**config.mk**
```make
export PLATFORM = sky130hd
export DESIGN_NAME = ticap_top
export DESIGN_NICKNAME = d
export VERILOG_FILES = /design/src/hw/ticap_pkg.sv /design/src/hw/ticap_if.sv /design/src/hw/time_base.sv /design/src/hw/capture_bank.sv /design/src/hw/ticap_top.sv
export SDC_FILE = /design/constraint.sdc
export NUM_CORES = 1
export LEC_CHECK = 0
export BUFFER_PORTS_ARGS = -buffer_cell sky130_fd_sc_hd__buf_2
export CORE_UTILIZATION = 62
export DETAILED_ROUTE_END_ITERATION = 10
export MAX_ROUTING_LAYER = met4
export PLACE_DENSITY = 0.9
export RECOVER_POWER = 50
export SETUP_SLACK_MARGIN = 0.05
export SYNTH_ARGS = -nofsm -noshare
export SYNTH_HDL_FRONTEND = slang
export SYNTH_SLANG_ARGS = --single-unit
```
**constraint.sdc**
```tcl
create_clock -name hclk -period 2.7 [get_ports hclk]
set_input_delay 0.54 -clock hclk [delete_from_list [all_inputs] [get_ports hclk]]
set_output_delay 0.54 -clock hclk [all_outputs]
set_load 0.02 [all_outputs]
```
**src/hw/ticap_pkg.sv**
```systemverilog
// shared constants, types and helpers of the free-running timer and the
// input capture block; assumes a 100 MHz hclk and a 32-bit AHB-Lite bus
package ticap_pkg;

  localparam int unsigned TB_W = 16;
  localparam int unsigned N_CH = 4;
  localparam int unsigned ADDR_W = 8;
  localparam int unsigned PRE_W = 4;

  // register byte offsets
  localparam logic [7:0] OFS_TCTRL = 8'h00;
  localparam logic [7:0] OFS_COUNT = 8'h04;
  localparam logic [7:0] OFS_CMP0 = 8'h08;
  localparam logic [7:0] OFS_CPL = 8'h0c;
  localparam logic [7:0] OFS_CPH = 8'h10;
  localparam logic [7:0] OFS_CAP0 = 8'h14;
  localparam logic [7:0] OFS_CAP1 = 8'h18;
  localparam logic [7:0] OFS_CAP2 = 8'h1c;
  localparam logic [7:0] OFS_CAP3 = 8'h20;
  localparam logic [7:0] OFS_STAT = 8'h24;
  localparam logic [7:0] OFS_MASK = 8'h28;

  // timer control fields
  localparam int unsigned TC_SEL_LSB = 0;
  localparam int unsigned TC_CLR_BIT = 2;
  // capture control pair fields (low channel of the pair; high = +2 for edge, +1 for ie and flag)
  localparam int unsigned CP_EDGE_LSB = 0;
  localparam int unsigned CP_IE_LSB = 4;
  localparam int unsigned CP_FLAG_LSB = 6;
  // status / mask fields
  localparam int unsigned ST_OVF = 0;
  localparam int unsigned ST_CAP_LSB = 1;
  localparam int unsigned ST_W = 5;

  // reset values
  localparam logic [1:0] CLK_SEL_RST = 2'h0;
  localparam logic CLR_MODE_RST = 1'b0;
  localparam logic [15:0] CMP0_RST = 16'hffff;
  localparam logic [15:0] COUNT_RST = 16'h0000;
  localparam logic [4:0] MASK_RST = 5'h00;

  typedef enum logic [1:0] {
    EDGE_OFF = 2'b00,
    EDGE_RISE = 2'b01,
    EDGE_FALL = 2'b10,
    EDGE_BOTH = 2'b11
  } edge_e;

  // count clock select n gives a tick every 2^(n+1) hclk cycles
  function automatic logic [PRE_W-1:0] div_mask(input logic [1:0] sel);
    unique case (sel)
      2'h0: div_mask = 4'h1;
      2'h1: div_mask = 4'h3;
      2'h2: div_mask = 4'h7;
      2'h3: div_mask = 4'hf;
    endcase
  endfunction

  function automatic logic edge_hit(input edge_e m, input logic prev,
                                    input logic cur);
    unique case (m)
      EDGE_OFF: edge_hit = 1'b0;
      EDGE_RISE: edge_hit = !prev && cur;
      EDGE_FALL: edge_hit = prev && !cur;
      EDGE_BOTH: edge_hit = prev != cur;
    endcase
  endfunction

endpackage

```
**src/hw/ticap_if.sv**
```systemverilog
// signals between the register block, the time base and the capture bank;
// assumes all three run on the same hclk
`timescale 1ns/1ns
`default_nettype none
interface ticap_if;
  import ticap_pkg::*;
  logic [1:0] clk_sel;
  logic clear_mode;
  logic [15:0] cmp0;
  logic [15:0] time_base;
  logic ovf;
  logic [7:0] edge_sel;
  logic [3:0] hit;
  logic [63:0] cap_word;
  modport base (input clk_sel, clear_mode, cmp0, output time_base, ovf);
  modport bank (input time_base, edge_sel, output hit, cap_word);
  modport ctrl (input time_base, ovf, hit, cap_word,
                output clk_sel, clear_mode, cmp0, edge_sel);
endinterface
`default_nettype wire

```
**src/hw/time_base.sv**
```systemverilog
// 16-bit free-running up counter with prescaled count clock and
// compare-clear mode; assumes hclk as its only clock
`timescale 1ns/1ns
`default_nettype none
module time_base (
  input wire logic hclk,
  input wire logic hresetn,
  ticap_if.base tb
);
  import ticap_pkg::*;

  logic [PRE_W-1:0] pre;
  logic tick;
  logic [15:0] count;
  logic match;

  always_ff @(posedge hclk or negedge hresetn) begin
    if (!hresetn) begin
      pre <= '0;
    end else begin
      pre <= pre + 4'h1;
    end
  end

  // one-cycle enable at the selected count rate
  always_ff @(posedge hclk or negedge hresetn) begin
    if (!hresetn) begin
      tick <= 1'b0;
    end else begin
      tick <= (pre & div_mask(tb.clk_sel)) == div_mask(tb.clk_sel);
    end
  end

  assign match = tb.clear_mode && (count == tb.cmp0);

  always_ff @(posedge hclk or negedge hresetn) begin
    if (!hresetn) begin
      count <= COUNT_RST;
    end else if (tick) begin
      if (match) begin
        count <= COUNT_RST;
      end else begin
        count <= count + 16'h0001;
      end
    end
  end

  // overflow only on a true wrap, not on a compare clear
  always_ff @(posedge hclk or negedge hresetn) begin
    if (!hresetn) begin
      tb.ovf <= 1'b0;
    end else begin
      tb.ovf <= tick && !match && (count == 16'hffff);
    end
  end

  assign tb.time_base = count;

  AST_WRAP: assert property (@(posedge hclk) disable iff (!hresetn)
    tick && !match && count == 16'hffff |=> count == 16'h0000 && tb.ovf)
    else $error("counter did not wrap with overflow");
  AST_INC: assert property (@(posedge hclk) disable iff (!hresetn)
    tick && !match |=> count == $past(count) + 16'h0001)
    else $error("counter did not increment on tick");
  AST_STILL: assert property (@(posedge hclk) disable iff (!hresetn)
    !tick |=> $stable(count))
    else $error("counter moved without a tick");
  AST_CLEAR: assert property (@(posedge hclk) disable iff (!hresetn)
    tick && tb.clear_mode && count == tb.cmp0 |=> count == 16'h0000
    && !tb.ovf)
    else $error("compare clear failed");
endmodule
`default_nettype wire

```
**src/hw/capture_bank.sv**
```systemverilog
// four input capture channels, each with its own synchronised pin;
// assumes pins are asynchronous to hclk
`timescale 1ns/1ns
`default_nettype none
module capture_bank #(
  parameter int unsigned CH = 4
) (
  input wire logic hclk,
  input wire logic hresetn,
  input wire logic [CH-1:0] cap_pin,
  ticap_if.bank cb
);
  import ticap_pkg::*;

  logic [CH-1:0] meta;
  logic [CH-1:0] sync;
  logic [CH-1:0] prev;

  // first stage feeds only the second; edges seen between sync and prev
  always_ff @(posedge hclk or negedge hresetn) begin
    if (!hresetn) begin
      meta <= '0;
      sync <= '0;
      prev <= '0;
    end else begin
      meta <= cap_pin;
      sync <= meta;
      prev <= sync;
    end
  end

  logic [CH-1:0] hit_now;

  always_comb begin
    for (int i = 0; i < CH; i++) begin
      hit_now[i] = edge_hit(edge_e'(cb.edge_sel[2*i +: 2]), prev[i],
                            sync[i]);
    end
  end

  // one process owns all channels so hit and cap_word keep one driver
  always_ff @(posedge hclk or negedge hresetn) begin
    if (!hresetn) begin
      cb.hit <= '0;
      cb.cap_word <= '0;
    end else begin
      cb.hit <= hit_now;
      for (int i = 0; i < CH; i++) begin
        if (hit_now[i]) begin
          cb.cap_word[16*i +: 16] <= cb.time_base;
        end
      end
    end
  end

  for (genvar i = 0; i < CH; i++) begin : g_ch
    AST_CAPVAL: assert property (@(posedge hclk) disable iff (!hresetn)
      hit_now[i] |=> cb.hit[i] &&
      cb.cap_word[16*i +: 16] == $past(cb.time_base))
      else $error("capture value not latched");
    AST_NOEDGE: assert property (@(posedge hclk) disable iff (!hresetn)
      cb.edge_sel[2*i +: 2] == 2'b00 && $past(cb.edge_sel[2*i +: 2]) == 2'b00
      |-> !cb.hit[i])
      else $error("capture while detection off");
    AST_RISE: assert property (@(posedge hclk) disable iff (!hresetn)
      cb.edge_sel[2*i +: 2] == 2'b01 && !prev[i] && sync[i] |=> cb.hit[i])
      else $error("rising edge missed");
  end
endmodule
`default_nettype wire

```
**src/hw/ticap_top.sv**
```systemverilog
// AHB-Lite slave for the free-running timer and four input captures;
// assumes one hclk domain, single word transfers, async active-low reset
`timescale 1ns/1ns
`default_nettype none
module ticap_top (
  input wire logic hclk,
  input wire logic hresetn,
  input wire logic hsel,
  input wire logic [31:0] haddr,
  input wire logic [1:0] htrans,
  input wire logic hwrite,
  input wire logic [2:0] hsize,
  input wire logic [31:0] hwdata,
  input wire logic hready,
  output logic [31:0] hrdata,
  output logic hreadyout,
  output logic hresp,
  input wire logic [ticap_pkg::N_CH-1:0] cap_pin,
  output logic [15:0] time_base_out,
  output logic irq
);
  import ticap_pkg::*;

  ticap_if bus_i ();

  time_base u_base (
    .hclk(hclk),
    .hresetn(hresetn),
    .tb(bus_i.base)
  );

  capture_bank #(.CH(N_CH)) u_bank (
    .hclk(hclk),
    .hresetn(hresetn),
    .cap_pin(cap_pin),
    .cb(bus_i.bank)
  );

  // software-visible state
  logic [1:0] clk_sel;
  logic clear_mode;
  logic [15:0] cmp0;
  logic [7:0] edge_sel;
  logic [3:0] cap_ie;
  logic [3:0] cap_flag;
  logic [ST_W-1:0] stat;
  logic [ST_W-1:0] mask;

  assign bus_i.clk_sel = clk_sel;
  assign bus_i.clear_mode = clear_mode;
  assign bus_i.cmp0 = cmp0;
  assign bus_i.edge_sel = edge_sel;

  // bus phase tracking
  logic accept;
  logic wr_pend;
  logic rd_pend;
  logic [ADDR_W-1:0] ph_addr;
  logic wr_en;
  logic [31:0] wdat;

  assign accept = hsel && htrans[1] && hready;
  assign wr_en = wr_pend;
  assign wdat = hwdata;

  always_ff @(posedge hclk or negedge hresetn) begin
    if (!hresetn) begin
      wr_pend <= 1'b0;
      rd_pend <= 1'b0;
      ph_addr <= '0;
    end else begin
      wr_pend <= accept && hwrite;
      rd_pend <= accept && !hwrite;
      if (accept) begin
        ph_addr <= haddr[ADDR_W-1:0];
      end
    end
  end

  // reads take one wait state so a write just before is already visible
  always_ff @(posedge hclk or negedge hresetn) begin
    if (!hresetn) begin
      hreadyout <= 1'b1;
    end else begin
      hreadyout <= !(accept && !hwrite);
    end
  end

  always_ff @(posedge hclk or negedge hresetn) begin
    if (!hresetn) begin
      hresp <= 1'b0;
    end else begin
      hresp <= 1'b0;
    end
  end

  function automatic logic [7:0] pair_byte(input logic [1:0] flg,
                                           input logic [1:0] ie,
                                           input logic [3:0] edg);
    pair_byte = {flg[1], flg[0], ie[1], ie[0], edg};
  endfunction

  function automatic logic [31:0] rd_word(input logic [ADDR_W-1:0] a);
    logic [31:0] w;
    w = 32'h0000_0000;
    unique case (a)
      OFS_TCTRL: w = {29'h0, clear_mode, clk_sel};
      OFS_COUNT: w = {16'h0, bus_i.time_base};
      OFS_CMP0: w = {16'h0, cmp0};
      OFS_CPL: w = {24'h0, pair_byte(cap_flag[1:0], cap_ie[1:0],
                                     edge_sel[3:0])};
      OFS_CPH: w = {24'h0, pair_byte(cap_flag[3:2], cap_ie[3:2],
                                     edge_sel[7:4])};
      OFS_CAP0: w = {16'h0, bus_i.cap_word[15:0]};
      OFS_CAP1: w = {16'h0, bus_i.cap_word[31:16]};
      OFS_CAP2: w = {16'h0, bus_i.cap_word[47:32]};
      OFS_CAP3: w = {16'h0, bus_i.cap_word[63:48]};
      OFS_STAT: w = {27'h0, stat};
      OFS_MASK: w = {27'h0, mask};
      default: w = 32'h0000_0000;
    endcase
    return w;
  endfunction

  always_ff @(posedge hclk or negedge hresetn) begin
    if (!hresetn) begin
      hrdata <= 32'h0000_0000;
    end else if (rd_pend) begin
      hrdata <= rd_word(ph_addr);
    end
  end

  // timer control and compare clear 0
  always_ff @(posedge hclk or negedge hresetn) begin
    if (!hresetn) begin
      clk_sel <= CLK_SEL_RST;
      clear_mode <= CLR_MODE_RST;
      cmp0 <= CMP0_RST;
    end else if (wr_en) begin
      if (ph_addr == OFS_TCTRL) begin
        clk_sel <= wdat[TC_SEL_LSB +: 2];
        clear_mode <= wdat[TC_CLR_BIT];
      end
      if (ph_addr == OFS_CMP0) begin
        cmp0 <= wdat[15:0];
      end
    end
  end

  // edge selects and capture interrupt enables
  always_ff @(posedge hclk or negedge hresetn) begin
    if (!hresetn) begin
      edge_sel <= 8'h00;
      cap_ie <= 4'h0;
    end else if (wr_en) begin
      if (ph_addr == OFS_CPL) begin
        edge_sel[3:0] <= wdat[CP_EDGE_LSB +: 4];
        cap_ie[1:0] <= wdat[CP_IE_LSB +: 2];
      end
      if (ph_addr == OFS_CPH) begin
        edge_sel[7:4] <= wdat[CP_EDGE_LSB +: 4];
        cap_ie[3:2] <= wdat[CP_IE_LSB +: 2];
      end
    end
  end

  // capture flags: a zero written clears, a new capture wins over it
  logic [3:0] flag_clr;
  always_comb begin
    flag_clr = 4'h0;
    if (wr_en && ph_addr == OFS_CPL) begin
      flag_clr[1:0] = ~wdat[CP_FLAG_LSB +: 2];
    end
    if (wr_en && ph_addr == OFS_CPH) begin
      flag_clr[3:2] = ~wdat[CP_FLAG_LSB +: 2];
    end
  end

  always_ff @(posedge hclk or negedge hresetn) begin
    if (!hresetn) begin
      cap_flag <= 4'h0;
    end else begin
      cap_flag <= bus_i.hit | (cap_flag & ~flag_clr);
    end
  end

  // sticky event status, write one to clear, set wins
  logic [ST_W-1:0] ev;
  logic [ST_W-1:0] st_clr;
  assign ev = {bus_i.hit, bus_i.ovf};
  assign st_clr = (wr_en && ph_addr == OFS_STAT) ? wdat[ST_W-1:0] : '0;

  always_ff @(posedge hclk or negedge hresetn) begin
    if (!hresetn) begin
      stat <= '0;
    end else begin
      stat <= ev | (stat & ~st_clr);
    end
  end

  always_ff @(posedge hclk or negedge hresetn) begin
    if (!hresetn) begin
      mask <= MASK_RST;
    end else if (wr_en && ph_addr == OFS_MASK) begin
      mask <= wdat[ST_W-1:0];
    end
  end

  // one cycle behind the flags; keeps the pin glitch free
  always_ff @(posedge hclk or negedge hresetn) begin
    if (!hresetn) begin
      irq <= 1'b0;
    end else begin
      irq <= (|(stat & mask)) || (|(cap_flag & cap_ie));
    end
  end

  always_ff @(posedge hclk or negedge hresetn) begin
    if (!hresetn) begin
      time_base_out <= COUNT_RST;
    end else begin
      time_base_out <= bus_i.time_base;
    end
  end

  AST_OVF_STAT: assert property (@(posedge hclk) disable iff (!hresetn)
    bus_i.ovf |=> stat[ST_OVF])
    else $error("overflow not recorded");
  // the mask that counts is the one seen when the status bit is already set
  AST_OVF_IRQ: assert property (@(posedge hclk) disable iff (!hresetn)
    bus_i.ovf ##1 mask[ST_OVF] |=> irq)
    else $error("unmasked overflow gave no irq");
  AST_FLAG_SET: assert property (@(posedge hclk) disable iff (!hresetn)
    bus_i.hit != 4'h0 |=> (cap_flag & $past(bus_i.hit)) == $past(bus_i.hit))
    else $error("capture flag lost");
  AST_CAP_IRQ: assert property (@(posedge hclk) disable iff (!hresetn)
    (cap_flag & cap_ie) != 4'h0 |=> irq)
    else $error("enabled capture flag gave no irq");
  AST_NO_IRQ: assert property (@(posedge hclk) disable iff (!hresetn)
    (stat & mask) == '0 && (cap_flag & cap_ie) == 4'h0 |=> !irq)
    else $error("irq with nothing pending");
  AST_RD_WAIT: assert property (@(posedge hclk) disable iff (!hresetn)
    accept && !hwrite |=> !hreadyout ##1 hreadyout)
    else $error("read wait state wrong");
  AST_TB_OUT: assert property (@(posedge hclk) disable iff (!hresetn)
    ##1 time_base_out == $past(bus_i.time_base))
    else $error("time base output out of step");
endmodule
`default_nettype wire

```
== Word level (Yosys, flattened, before mapping) ==
Index checks and enable logic that the tools add are counted.

* Output and inout bits: 51
* Flip-flop bits (word level): 207

* Reduce and logical (&&, ||, !) cells: 43
* Equality and inequality tests: 32
* Muxes and demuxes: 10
* Add/sub/neg operators: 2
* Bitwise operators: 10

{| class="wikitable"
|+ Operators by type and width
! cell !! count
|-
| 16-bit one-hot mux with 11 select lines || 1
|-
| 8-bit by 5-bit equality test with 1-bit output (second input constant) || 4
|-
| 8-bit by 6-bit equality test with 1-bit output (second input constant) || 3
|-
| 2-bit equality test (second input constant) || 10
|-
| 1-bit logical AND || 19
|-
| 16-bit by 1-bit adder with 16-bit output (second input constant) || 1
|-
| 16-bit equality test || 1
|-
| 16-bit equality test (second input constant) || 1
|-
| 8-bit by 4-bit equality test with 1-bit output (second input constant) || 2
|-
| 16-bit two-way mux || 1
|-
| 1-bit one-hot mux with 4 select lines || 4
|-
| 4-bit one-hot mux with 4 select lines || 1
|-
| 4-bit bitwise AND || 3
|-
| 1-bit zero test || 11
|-
| 5-bit bitwise AND || 2
|-
| 2-bit by 1-bit equality test with 1-bit output (second input constant) || 5
|-
| 2-bit zero test || 5
|-
| 8-bit by 3-bit equality test with 1-bit output (second input constant) || 1
|-
| 8-bit zero test || 1
|-
| 2-bit AND reduction || 4
|-
| 5-bit two-way mux || 1
|-
| 5-bit NOT || 1
|-
| 5-bit bitwise OR || 1
|-
| 5-bit OR reduction || 1
|-
| 9 further kinds || 13
|}

== Depth between registers and ports, before layout ==
Gate-level depths: netlist of the first run.

* Depth after elaboration: 6
* Mapped depth: 8

== Cells and area by module ==
A second synthesis of the first run with hierarchy kept.

* Cells, all modules: 951
* Area total of the unflattened synthesis: 10233.6 µm²

{| class="wikitable"
|+ By module, submodules not included
! module !! sequential area each (µm²) !! cells each !! area each (µm²) !! times used
|-
| capture_bank || 2001.9 || 444 || 4525.6 || 1
|-
| ticap_top || 2248.4 || 382 || 4461.8 || 1
|-
| time_base || 550.5 || 125 || 1246.2 || 1
|}

== Worst setup path before layout of the first run ==
OpenSTA, ideal clock, no wires.

* Path kind: register to register
* Start point: reg u_bank.prev[2]
* End point: reg u_bank.cb.cap_word[38]
* Path slack: 0.859 ns
* Stages on the path, launching flop included: 8
* Arrival time: 1.716 ns
* Buffers on the path: 1
* Required time: 2.575 ns
* Period minus slack after synthesis: 1.841 ns
* Path through: dfrtp_1 > inv_1 > ha_1 > mux2i_1 > nand2_1 > o21ai_1 > buf_2 > mux2_2

* Cells in the longest elaborated chain, start to end: 3
* Elaborated cells between the ends (all ways): 5
* Those cells by class: eq/ne (1); mux (1); reduce/logical (3)

{| class="wikitable"
|+ RTL lines
! what !! line !! RTL
|-
| start: declaration || capture_bank.sv:17 || <nowiki>logic [CH-1:0] prev;</nowiki>
|-
| start signal: assignment || capture_bank.sv:28 || <nowiki>prev <= sync;</nowiki>
|-
| 1-bit zero test || ticap_pkg.sv:63 || <nowiki>EDGE_RISE: edge_hit = !prev && cur;</nowiki>
|-
| 1-bit logical AND || ticap_pkg.sv:63 ||
|-
| 1-bit one-hot mux with 4 select lines * || ticap_pkg.sv:61 || <nowiki>unique case (m)</nowiki>
|-
| net u_bank.hit_now[2] || capture_bank.sv:32 || <nowiki>logic [CH-1:0] hit_now;</nowiki>
|-
| end signal: indexed assignment || capture_bank.sv:50 || <nowiki>cb.cap_word[16*i +: 16] <= cb.time_base;</nowiki>
|-
| end: declaration || ticap_if.sv:16 || <nowiki>modport bank (input time_base, edge_sel, output hit, cap_word);</nowiki>
|}

The timed path passes the listed nets; every way through them passes the cells marked *.
A chain may end at the register's enable or synchronous reset.

== Worst setup path after layout of the first run ==
* Start point: reg ph_addr[2]
* End point: reg hrdata[11]

* Cells in the longest elaborated chain, start to end: 2
* Elaborated cells between the ends (all ways): 12
* Those cells by class: eq/ne (10); mux (1); reduce/logical (1)

{| class="wikitable"
|+ RTL lines
! what !! line !! RTL
|-
| start: declaration || ticap_top.sv:58 || <nowiki>logic [ADDR_W-1:0] ph_addr;</nowiki>
|-
| start signal: assignment || ticap_top.sv:75 || <nowiki>ph_addr <= haddr[ADDR_W-1:0];</nowiki>
|-
| 8-bit by 6-bit equality test with 1-bit output (tied with other cells) || ticap_top.sv:106 || <nowiki>unique case (a)</nowiki>
|-
| 16-bit one-hot mux with 11 select lines * || ticap_top.sv:106 ||
|-
| end signal: assignment || ticap_top.sv:129 || <nowiki>hrdata <= rd_word(ph_addr);</nowiki>
|-
| end: declaration || ticap_top.sv:15 || <nowiki>output logic [31:0] hrdata,</nowiki>
|}

Every way passes the cells marked *; elsewhere a longest branch is shown, timed or not.

==> flow_metrics.tcl, run 1 <==
set metrics [dict create \
    ys_seq_area_frac 0.5521 \
    worst_setup_path_end_kind "register" \
    status "finished, final reports clean" \
    synth_area_leaders "dfrtp_1, mux2_2, dfstp_2, mux2i_1, xor2_1" \
    core_um2 13450 \
    crit_fanout 24 \
    ys_top_cells_by_count "dfrtp_1, mux2_2, nand2_1" \
    grt_max_degree 55 \
    drv_cap 0 \
    yosysMostFrequentCell "dfrtp_1" \
    leakage_nw 4.578 \
    tritoncts "built" \
    slowest_stage "dfrtp_1" \
    synth.distinct_cells 59 \
    synth_warnings 0 \
    die_w_um 120.4 \
    setup.worst_path.start_class "register" \
    period_needed_ns 2.404 \
    cp.arrival_ns 2.74 \
    r2r-start "ph_addr[2]" \
    cp_cell_sequence "buf_4 -> nor2b_1 -> nand2_1 -> nor2_1 -> a221oi_1 -> o221ai_1" \
    p_per_area_nw_per_um2 743.9 \
    first_global_vias 6252 \
    worstHoldPathType "in -> reg" \
    grt_pass1_wl_um 34650 \
    cts_hold_buf 0 \
    start_util 0.6464 \
    drive_above_1_share 0.3307 \
    final_nets 847 \
    num-fill-cells 884 \
    pre_cts_ws_ns 0.4340 \
    synth_top_area_frac 0.5007 \
    fin_util 0.7267 \
    gr-total-overflow 0 \
    reg2reg_setup_slack_ns 0.30 \
    vias 6133 \
    worst_skew_pair.late_latency_ns 0.44 \
    critPathTopFamily "simple AND/OR/NAND/NOR gates" \
    routed_wl_um 22110 \
    grt_use_total 0.3365 \
    fin_skew_ns 0.01011 \
    dpl.hpwl_um 14660 \
    tns_ns 0 \
    cts.path.max_buffers 2 \
    worst_slew_pin_slew_ns 1.441 \
    synthToLayoutAreaGrowth_pct 12.43 \
    rsz0062_at_grt "false" \
    diodes 0 \
    antenna_found_initial 0 \
    irDropWorstVdd_v 0.0004559 \
    maxSlewHeadroom 0.03929 \
    post-route-period-util 0.8905 \
    fmax_ghz 0.4159 \
    hold_start "cap_pin[1]" \
    yosysTopAreaCell "dfrtp_1" \
    die_height_um 120.4 \
    ctsRootBufferMaster "clkbuf_16" \
    post-route-drc-count 0 \
    crit_end "hrdata[11]" \
    gp_congestion 1.015 \
    hold_viol 0 \
    wl_per_cell_um 23.34 \
    rows 42 \
    final_antenna_net_count 0 \
    worst_slack_ns 0.2956 \
    cts_resized 0 \
    htreeDepth 4 \
    worstReg2RegEnd "hrdata[11]" \
    path_buf_inv 1 \
    rr_worst_depth 6 \
    ys.flop_type "dfrtp_1" \
    vias_per_cell 6.476 \
    slew_violations 0 \
    postCtsSetupRepairBufs 0 \
    syn_inst 691 \
    cts_buffers 17 \
    ios 129 \
    syn_area_um2 8696 \
    place.port_buffers 67 \
    synth-edff-count 0 \
    worstPathRequired_ns 3.04 \
    cts_sinks 191 \
    async_flop_share 1.000 \
    drtIter0Drc 811 \
    cp-startpoint "ph_addr[2]" \
    dieArea_um2 14500 \
    final-setup-viol-count 0 \
    avgSynthCellArea_um2 12.58 \
    first_pass_iters 7 \
    cts.clk_slew.worst_paths_ns 0.07 \
    ys_seq_elements 191 \
    cpPeakStageDelay_ns 0.47 \
    path_class "reg -> reg" \
    finalPower_mw 7.273 \
    crit_cells 6 \
]
## flip-flops by register name, indices dropped and copies added (netlist names), 8 cells and up
signal               flops
u_bank.cb.cap_word      64
bus_i.cmp0              16
hrdata                  16
u_base.tb.time_base     16
time_base_out           16
ph_addr                  8
bus_i.edge_sel           8
## where the power goes
group          total, mW  internal, mW  switching [mW]
combinational       1.10         0.480           0.622
clock               2.73          1.66            1.07
sequential          3.45          3.14           0.308
total               7.27          5.28            2.00
## stage by stage
step | cell area, um^2 | hold WS [ns] | instances
after floorplan | 8756 | 0.2444 | 707
after global placement | 9190 | 0.3319 | 916
after detailed placement | 9190 | 0.3365 | 916
after CTS | 9826 | 0.07267 | 947
after global routing | 9777 | 0.1905 | 947
final | 9777 | 0.2084 | 947
## cell type report
| cell class | instances | area (um^2) | share of cell area |
|---|---|---|---|
| Clock buffer | 20 | 446.7 | 0.04569 |
| Clock inverter | 11 | 188.9 | 0.01932 |
| Inverter | 19 | 71.32 | 0.007295 |
| Multi-Input combinational cell | 436 | 3526 | 0.3606 |
| Sequential cell | 191 | 4801 | 0.4910 |
| Tap cell | 176 | 220.2 | 0.02252 |
| Timing Repair Buffer | 94 | 523.0 | 0.05349 |
## worst min-delay path by stage
stage / end / slack (ns) / depth (start not counted)
6_report: u_bank.meta[1] / 0.21 / 1
5_1_grt: u_bank.meta[3] / 0.19 / 1
4_1_cts: u_bank.prev[1] / 0.07 / 1
2_1_floorplan: bus_i.clear_mode / 0.24 / 0
3_5_place_dp: u_bank.sync[1] / 0.34 / 0
3_3_place_gp: u_bank.sync[0] / 0.33 / 0
## cells in the final DEF (no fill, tap or decap), types with 8 or more instances in the layout
master     Yosys  routed
a21oi_1        9       9
a221oi_1       8       8
a22oi_1       17      17
and3_1         8       8
buf_2         16      66
buf_4         23      14
clkbuf_1      18      12
clkbuf_16      0      17
conb_1         1      17
dfrtp_1      174     174
dfstp_2       17      17
ha_1          10      10
inv_1         19      19
mux2_2       102     102
mux2_4        10      10
mux2i_1       23      23
nand2_1       39      39
nand2b_1       8       8
nand3_1       14      14
nor2_1        33      33
o21ai_0       10      10
o2bb2ai_1      9       9
xor2_1        22      22
## metal layers
layer | routed length [um] | vias up | GRT usage
met3 | 2268 | 99 | 0.08632
met4 | 922 | 0 | 0.1736
met5 | 0 | - | -
met1 | 8601 | 3055 | 0.4349
met2 | 10310 | 416 | 0.4943
li1 | - | 2563 | -
## cells by family after synthesis
family          synth area share
flops                     0.5521
simple gates             0.09079
mux                       0.1836
compound gates           0.08014
buf+inv                  0.04935
xor+xnor                 0.02921
fa+ha+maj                0.01439
other cells            0.0004312
Note: power is estimated with default switching activity, not from simulation.
==> run 2, diff against run 1 <==
CORE_UTILIZATION = 55   (was 62)
PLACE_DENSITY = 0.81   (was 0.9)
==> run 2 against run 1 <==
  * The flow now finishes with violations (max-capacitance violations, max-slew violations)
  * Combinational power up 5%
  * First-iteration DRC count fell by 35%
  * Clock power shrank 12%
  * Routed wire length fell by 2.6%
  * Global-route usage fell by 4.9 points
  * Sequential cell count did not move
  * Sequential share of layout area grew 0.20 points
  * Cell count grew 3.8%
  * Critical path depth unchanged
  * Power shrank 4.4%
  * Via count down 2.8%
  * Sequential power is 2% lower
  * Critical endpoint is now hrdata[3]
==> flow_metrics.tcl, run 2 (synthesis gave the netlist of run 1 again) <==
set metrics [dict create \
    die_height_um 127.7 \
    grt_use_total 0.2876 \
    layout_commonest_cell "dfrtp_1" \
    hold_viol 0 \
    fin_skew_ns 0.01125 \
    dpl.hpwl_um 14830 \
    ios 129 \
    rows 45 \
    leakage_nw 4.545 \
    finalPower_mw 6.953 \
    antenna_found_initial 0 \
    fin_util 0.6359 \
    cts.path.max_buffers 2 \
    htreeDepth 4 \
    tritoncts "built" \
    period_needed_ns 2.325 \
    drv_cap 1 \
    final-setup-viol-count 0 \
    ctsRootBufferMaster "clkbuf_16" \
    crit_fanout 19 \
    gp_congestion 0.9314 \
    cp_cell_sequence "buf_4 -> mux2i_1 -> a2bb2oi_1 -> o22ai_1 -> a311oi_1 -> o2bb2ai_1" \
    worstHoldPathType "in -> reg" \
    place.port_buffers 67 \
    synthToLayoutAreaGrowth_pct 11.99 \
    worst_slew_pin_slew_ns 1.678 \
    vias_per_cell 6.062 \
    top_register "u_bank.cb.cap_word" \
    cts_hold_buf 0 \
    routed_wl_um 21530 \
    cpPeakStageDelay_ns 0.68 \
    tns_ns 0 \
    cp.arrival_ns 2.62 \
    largest_register_ffs 64 \
    fmax_ghz 0.4301 \
    maxSlewHeadroom -0.1184 \
    worst_setup_path_end_kind "register" \
    grt_max_degree 67 \
    diodes 0 \
    path_class "reg -> reg" \
    wl_per_cell_um 21.91 \
    status "finished, violations left" \
    pre_cts_ws_ns 0.4257 \
    worstPathRequired_ns 2.99 \
    gr-total-overflow 0 \
    hold_path_end "u_bank.meta[3]" \
    violations "max-capacitance violations, max-slew violations" \
    grt_pass1_wl_um 33720 \
    start_util 0.5678 \
    r2r-start "ph_addr[2]" \
    cts.clk_slew.worst_paths_ns 0.06 \
    irDropWorstVdd_v 0.0004939 \
    post-route-drc-count 0 \
    die_w_um 127.7 \
    post-route-period-util 0.8612 \
    worstReg2RegEnd "hrdata[3]" \
    cts_resized 0 \
    slew_violations 66 \
    first_pass_iters 5 \
    p_per_area_nw_per_um2 714.0 \
    postCtsSetupRepairBufs 0 \
    core_um2 15310 \
    setup.worst_path.start_class "register" \
    final_nets 847 \
    drtIter0Drc 527 \
    first_global_vias 6150 \
    final_antenna_net_count 0 \
    vias 5959 \
    slowest_stage "dfrtp_1" \
    worst_slack_ns 0.3748 \
    whs_path_depth 1 \
    rr_worst_depth 6 \
    worst_skew_pair.late_latency_ns 0.44 \
    cts_sinks 191 \
    rsz0062_at_grt "false" \
    hold_start "cap_pin[3]" \
    dieArea_um2 16320 \
    drive_above_1_share 0.3329 \
    final_cell_mix "dfrtp_1, mux2_2, buf_2" \
    cts_buffers 17 \
    reg2reg_setup_slack_ns 0.37 \
]
-- run 2: metrics by stage --
stage / instances / hold WS [ns] / instance area [um^2]
floorplan: 707 / 0.2444 / 8756
CTS: 983 / 0.1133 / 9788
global route: 983 / 0.1934 / 9738
global placement: 951 / 0.3348 / 9234
detailed placement: 951 / 0.3387 / 9234
finish: 983 / 0.2075 / 9738
-- run 2: cell type report --
| type | instances | area, um^2 |
|---|---|---|
| Inverter | 19 | 71.32 |
| Multi-Input combinational cell | 436 | 3526 |
| Clock inverter | 9 | 86.33 |
| Fill cell | 1177 | 5577 |
| Clock buffer | 23 | 467.9 |
| Sequential cell | 191 | 4801 |
| Tap cell | 211 | 264.0 |
| Timing Repair Buffer | 94 | 521.8 |
-- run 2: worst max path at each step --
| stage | from | to | slack (ns) | cells past startpoint |
|---|---|---|---|---|
| floorplan | u_bank.prev[2] | u_bank.cb.cap_word[38] | 0.86 | 7 |
| global placement | ph_addr[2] | hrdata[3] | 0.56 | 6 |
| detailed placement | ph_addr[2] | hrdata[3] | 0.43 | 6 |
| CTS | ph_addr[2] | hrdata[3] | 0.40 | 6 |
| global route | hresetn | u_bank.cb.cap_word[13] | 0.21 | 2 |
| finish | ph_addr[2] | hrdata[3] | 0.37 | 6 |
-- run 2: power by group --
group / internal [mW] / total [mW] / switching, mW
clock: 1.32 / 2.40 / 1.08
combinational: 0.493 / 1.16 / 0.671
sequential: 3.14 / 3.39 / 0.252
-- run 2: worst max-delay path: cells and delay by family, from the launching register on --
kind | cells | cell delay (ns)
flops | 1 | 0.68
buf+inv | 1 | 0.43
compound gates | 4 | 0.84
mux | 1 | 0.24
-- run 2: per-layer routing --
metal | GRT usage | share of wire | up-vias | wire length (um)
li1 | - | - | 2576 | -
met1 | 0.3550 | 0.40 | 2999 | 8516
met2 | 0.4517 | 0.49 | 319 | 10590
met3 | 0.06636 | 0.078 | 65 | 1690
met4 | 0.1336 | 0.034 | 0 | 735
met5 | - | 0 | - | 0
==> run 3, diff against run 2 <==
GPL_TIMING_DRIVEN = 0   (was default)
PLACE_DENSITY = 0.77   (was 0.81)
==> run 3 against run 2 <==
  * The flow still finishes with violations (max-capacitance violations, max-slew violations)
  * First-iteration DRC count fell by 4.6%
  * Cell count rose by 3.6%
  * Core utilization rose by 2.2 points
  * Worst setup slack got worse by 0.032 ns
  * Sequential share of layout area fell by 1.6 points
  * Clock-buffer cell count fell by 4
==> flow_metrics.tcl, run 3 (synthesis gave the netlist of run 1 again) <==
set metrics [dict create \
    slew_violations 74 \
    wl_per_cell_um 22.34 \
    hold_start "cap_pin[1]" \
    p_seq_frac 0.443 \
    final-setup-viol-count 0 \
    diodes 0 \
    cp_cell_sequence "inv_1 -> ha_1 -> mux2i_1 -> nand2_1 -> o21ai_1 -> buf_2 -> mux2_2" \
    drive_above_1_share 0.3532 \
    drv_cap 1 \
    largest_register_ffs 64 \
    maxSlewHeadroom -0.2554 \
    rsz0062_at_grt "false" \
    die_height_um 127.7 \
    final_cell_mix "dfrtp_1, mux2_2, buf_2" \
    p_sw_frac 0.2761 \
    layout_commonest_cell "dfrtp_1" \
    gp_congestion 0.9652 \
    r2r-start "u_bank.prev[3]" \
    cts.path.max_buffers 2 \
    cpPeakStageDelay_ns 0.51 \
    pre_cts_ws_ns 0.07876 \
    setup.worst_path.start_class "register" \
    whs_path_depth 1 \
    reg2reg_setup_slack_ns 0.34 \
    violations "max-capacitance violations, max-slew violations" \
    grt_max_degree 119 \
    worst_slack_ns 0.3431 \
    internal_power_mw 5.442 \
    top_register "u_bank.cb.cap_word" \
    fmax_ghz 0.4243 \
    critPathTopFamily "multiplexers" \
    p_clk_frac 0.388 \
    postCtsSetupRepairBufs 0 \
    pwr-share-comb 0.169 \
    grt_use_total 0.3063 \
    core_um2 15310 \
    place.port_buffers 67 \
    hold_path_end "u_bank.meta[1]" \
    num-fill-cells 1200 \
    fin_skew_ns 0.008547 \
    crit_fanout 10 \
    grt_pass1_wl_um 35160 \
    leakage_nw 4.752 \
    htreeDepth 4 \
    first_pass_iters 7 \
    drtIter0Drc 503 \
    tns_ns 0 \
    hold_viol 0 \
    die_w_um 127.7 \
    slowest_stage "o21ai_1" \
    ios 129 \
    period_needed_ns 2.357 \
    cts_sinks 191 \
    start_util 0.5678 \
    worst_setup_path_end_kind "register" \
    irDropWorstVdd_v 0.0004670 \
    crit_cells 7 \
    post-route-period-util 0.8729 \
    dpl.hpwl_um 16180 \
    placed_cell_area_um2 9393 \
    synthToLayoutAreaGrowth_pct 15.81 \
    worst_slew_pin_slew_ns 1.883 \
    cp.arrival_ns 2.68 \
    status "finished, violations left" \
    worstPathRequired_ns 3.02 \
    vias_per_cell 5.834 \
    routed_wl_um 22740 \
    worst_skew_pair.late_latency_ns 0.44 \
    worstReg2RegEnd "u_bank.cb.cap_word[55]" \
    ctsRootBufferMaster "clkbuf_16" \
    rows 45 \
    cts_buffers 17 \
    first_global_vias 6111 \
    vias 5939 \
    finalPower_mw 7.517 \
    path_class "reg -> reg" \
    worstHoldPathType "in -> reg" \
    switchingPower_mw 2.075 \
    postLayoutCellArea_um2 10070 \
    cts.clk_slew.worst_paths_ns 0.07 \
    p_per_area_nw_per_um2 746.4 \
    gr-total-overflow 0 \
    path_buf_inv 2 \
    antenna_found_initial 0 \
    rr_worst_depth 7 \
    tritoncts "built" \
    dieArea_um2 16320 \
    final_antenna_net_count 0 \
    post-route-drc-count 0 \
    final_nets 882 \
]
==> run 3: cell types whose count changed in the layout (fill, tap and decap cells not counted), sizes merged <==
cell	previous run	this run
buf	84	110
bufinv	1	6
clkbuf	33	38
clkinv	6	3
inv	19	21
==> run 3: power by group through the flow <==
stage,registers [mW],clock network (mW),logic [mW]
floorplan,3.35,0,0.795
global placement,3.36,0,1.23
detailed placement,3.38,0,1.26
CTS,3.32,2.92,1.27
global route,3.36,3.06,1.36
finish,3.33,2.92,1.27
==> run 3: layout make-up <==
class,instances,area [um^2],area share
timing repair buffer,68,362.8,0.03603
buffer,61,357.8,0.03553
clock inverter,13,231.5,0.02298
tap,211,264.0,0.02621
clock buffer,19,452.9,0.04497
inverter,19,71.32,0.007082
sequential,191,4801,0.4767
multi-input combinational,436,3530,0.3505
==> run 3: through the flow <==
step / cells / util / hold WS [ns]
after CTS: 1018 / 0.6580 / 0.08641
after detailed placement: 986 / 0.6133 / 0.3357
after global placement: 985 / 0.6109 / 0.3347
final: 1018 / 0.6576 / 0.1991
after global routing: 1018 / 0.6576 / 0.1888
after floorplan: 707 / - / 0.2444
==> run 3: layer usage <==
metal	wire length [um]	part of all wire	up-vias	global-route usage
met3	1213	0.053	44	0.06260
met4	662	0.029	0	0.1156
met5	0	0	-	-
met2	11140	0.49	225	0.4888
met1	9724	0.43	3035	0.3871
li1	-	-	2635	-
==> run 3: worst max path at each step <==
| stage | from | slack [ns] | endpoint |
|---|---|---|---|
| finish | u_bank.prev[3] | 0.34 | u_bank.cb.cap_word[55] |
| detailed placement | u_bank.prev[1] | 0.08 | u_bank.cb.cap_word[26] |
| global route | u_bank.prev[2] | 0.21 | u_bank.cb.cap_word[40] |
| floorplan | u_bank.prev[2] | 0.86 | u_bank.cb.cap_word[38] |
| global placement | hresetn | -1.84 | ph_addr[3] |
| CTS | u_bank.prev[1] | 0.05 | u_bank.cb.cap_word[26] |
==> run 3: repair_timing <==
| item | in CTS | in global routing |
|---|---|---|
| hold buffers | 0 | 0 |
| setup endpoints to repair | 0 | 9 |
| gates resized for setup | 0 | 1 |
==> run 3: worst register-to-register path, cell delays in order, from the launching register on <==
cell,delay (ns)
dfrtp_1,0.36
inv_1,0.05
ha_1,0.28
mux2i_1,0.13
nand2_1,0.06
o21ai_1,0.51
buf_2,0.45
mux2_2,0.39
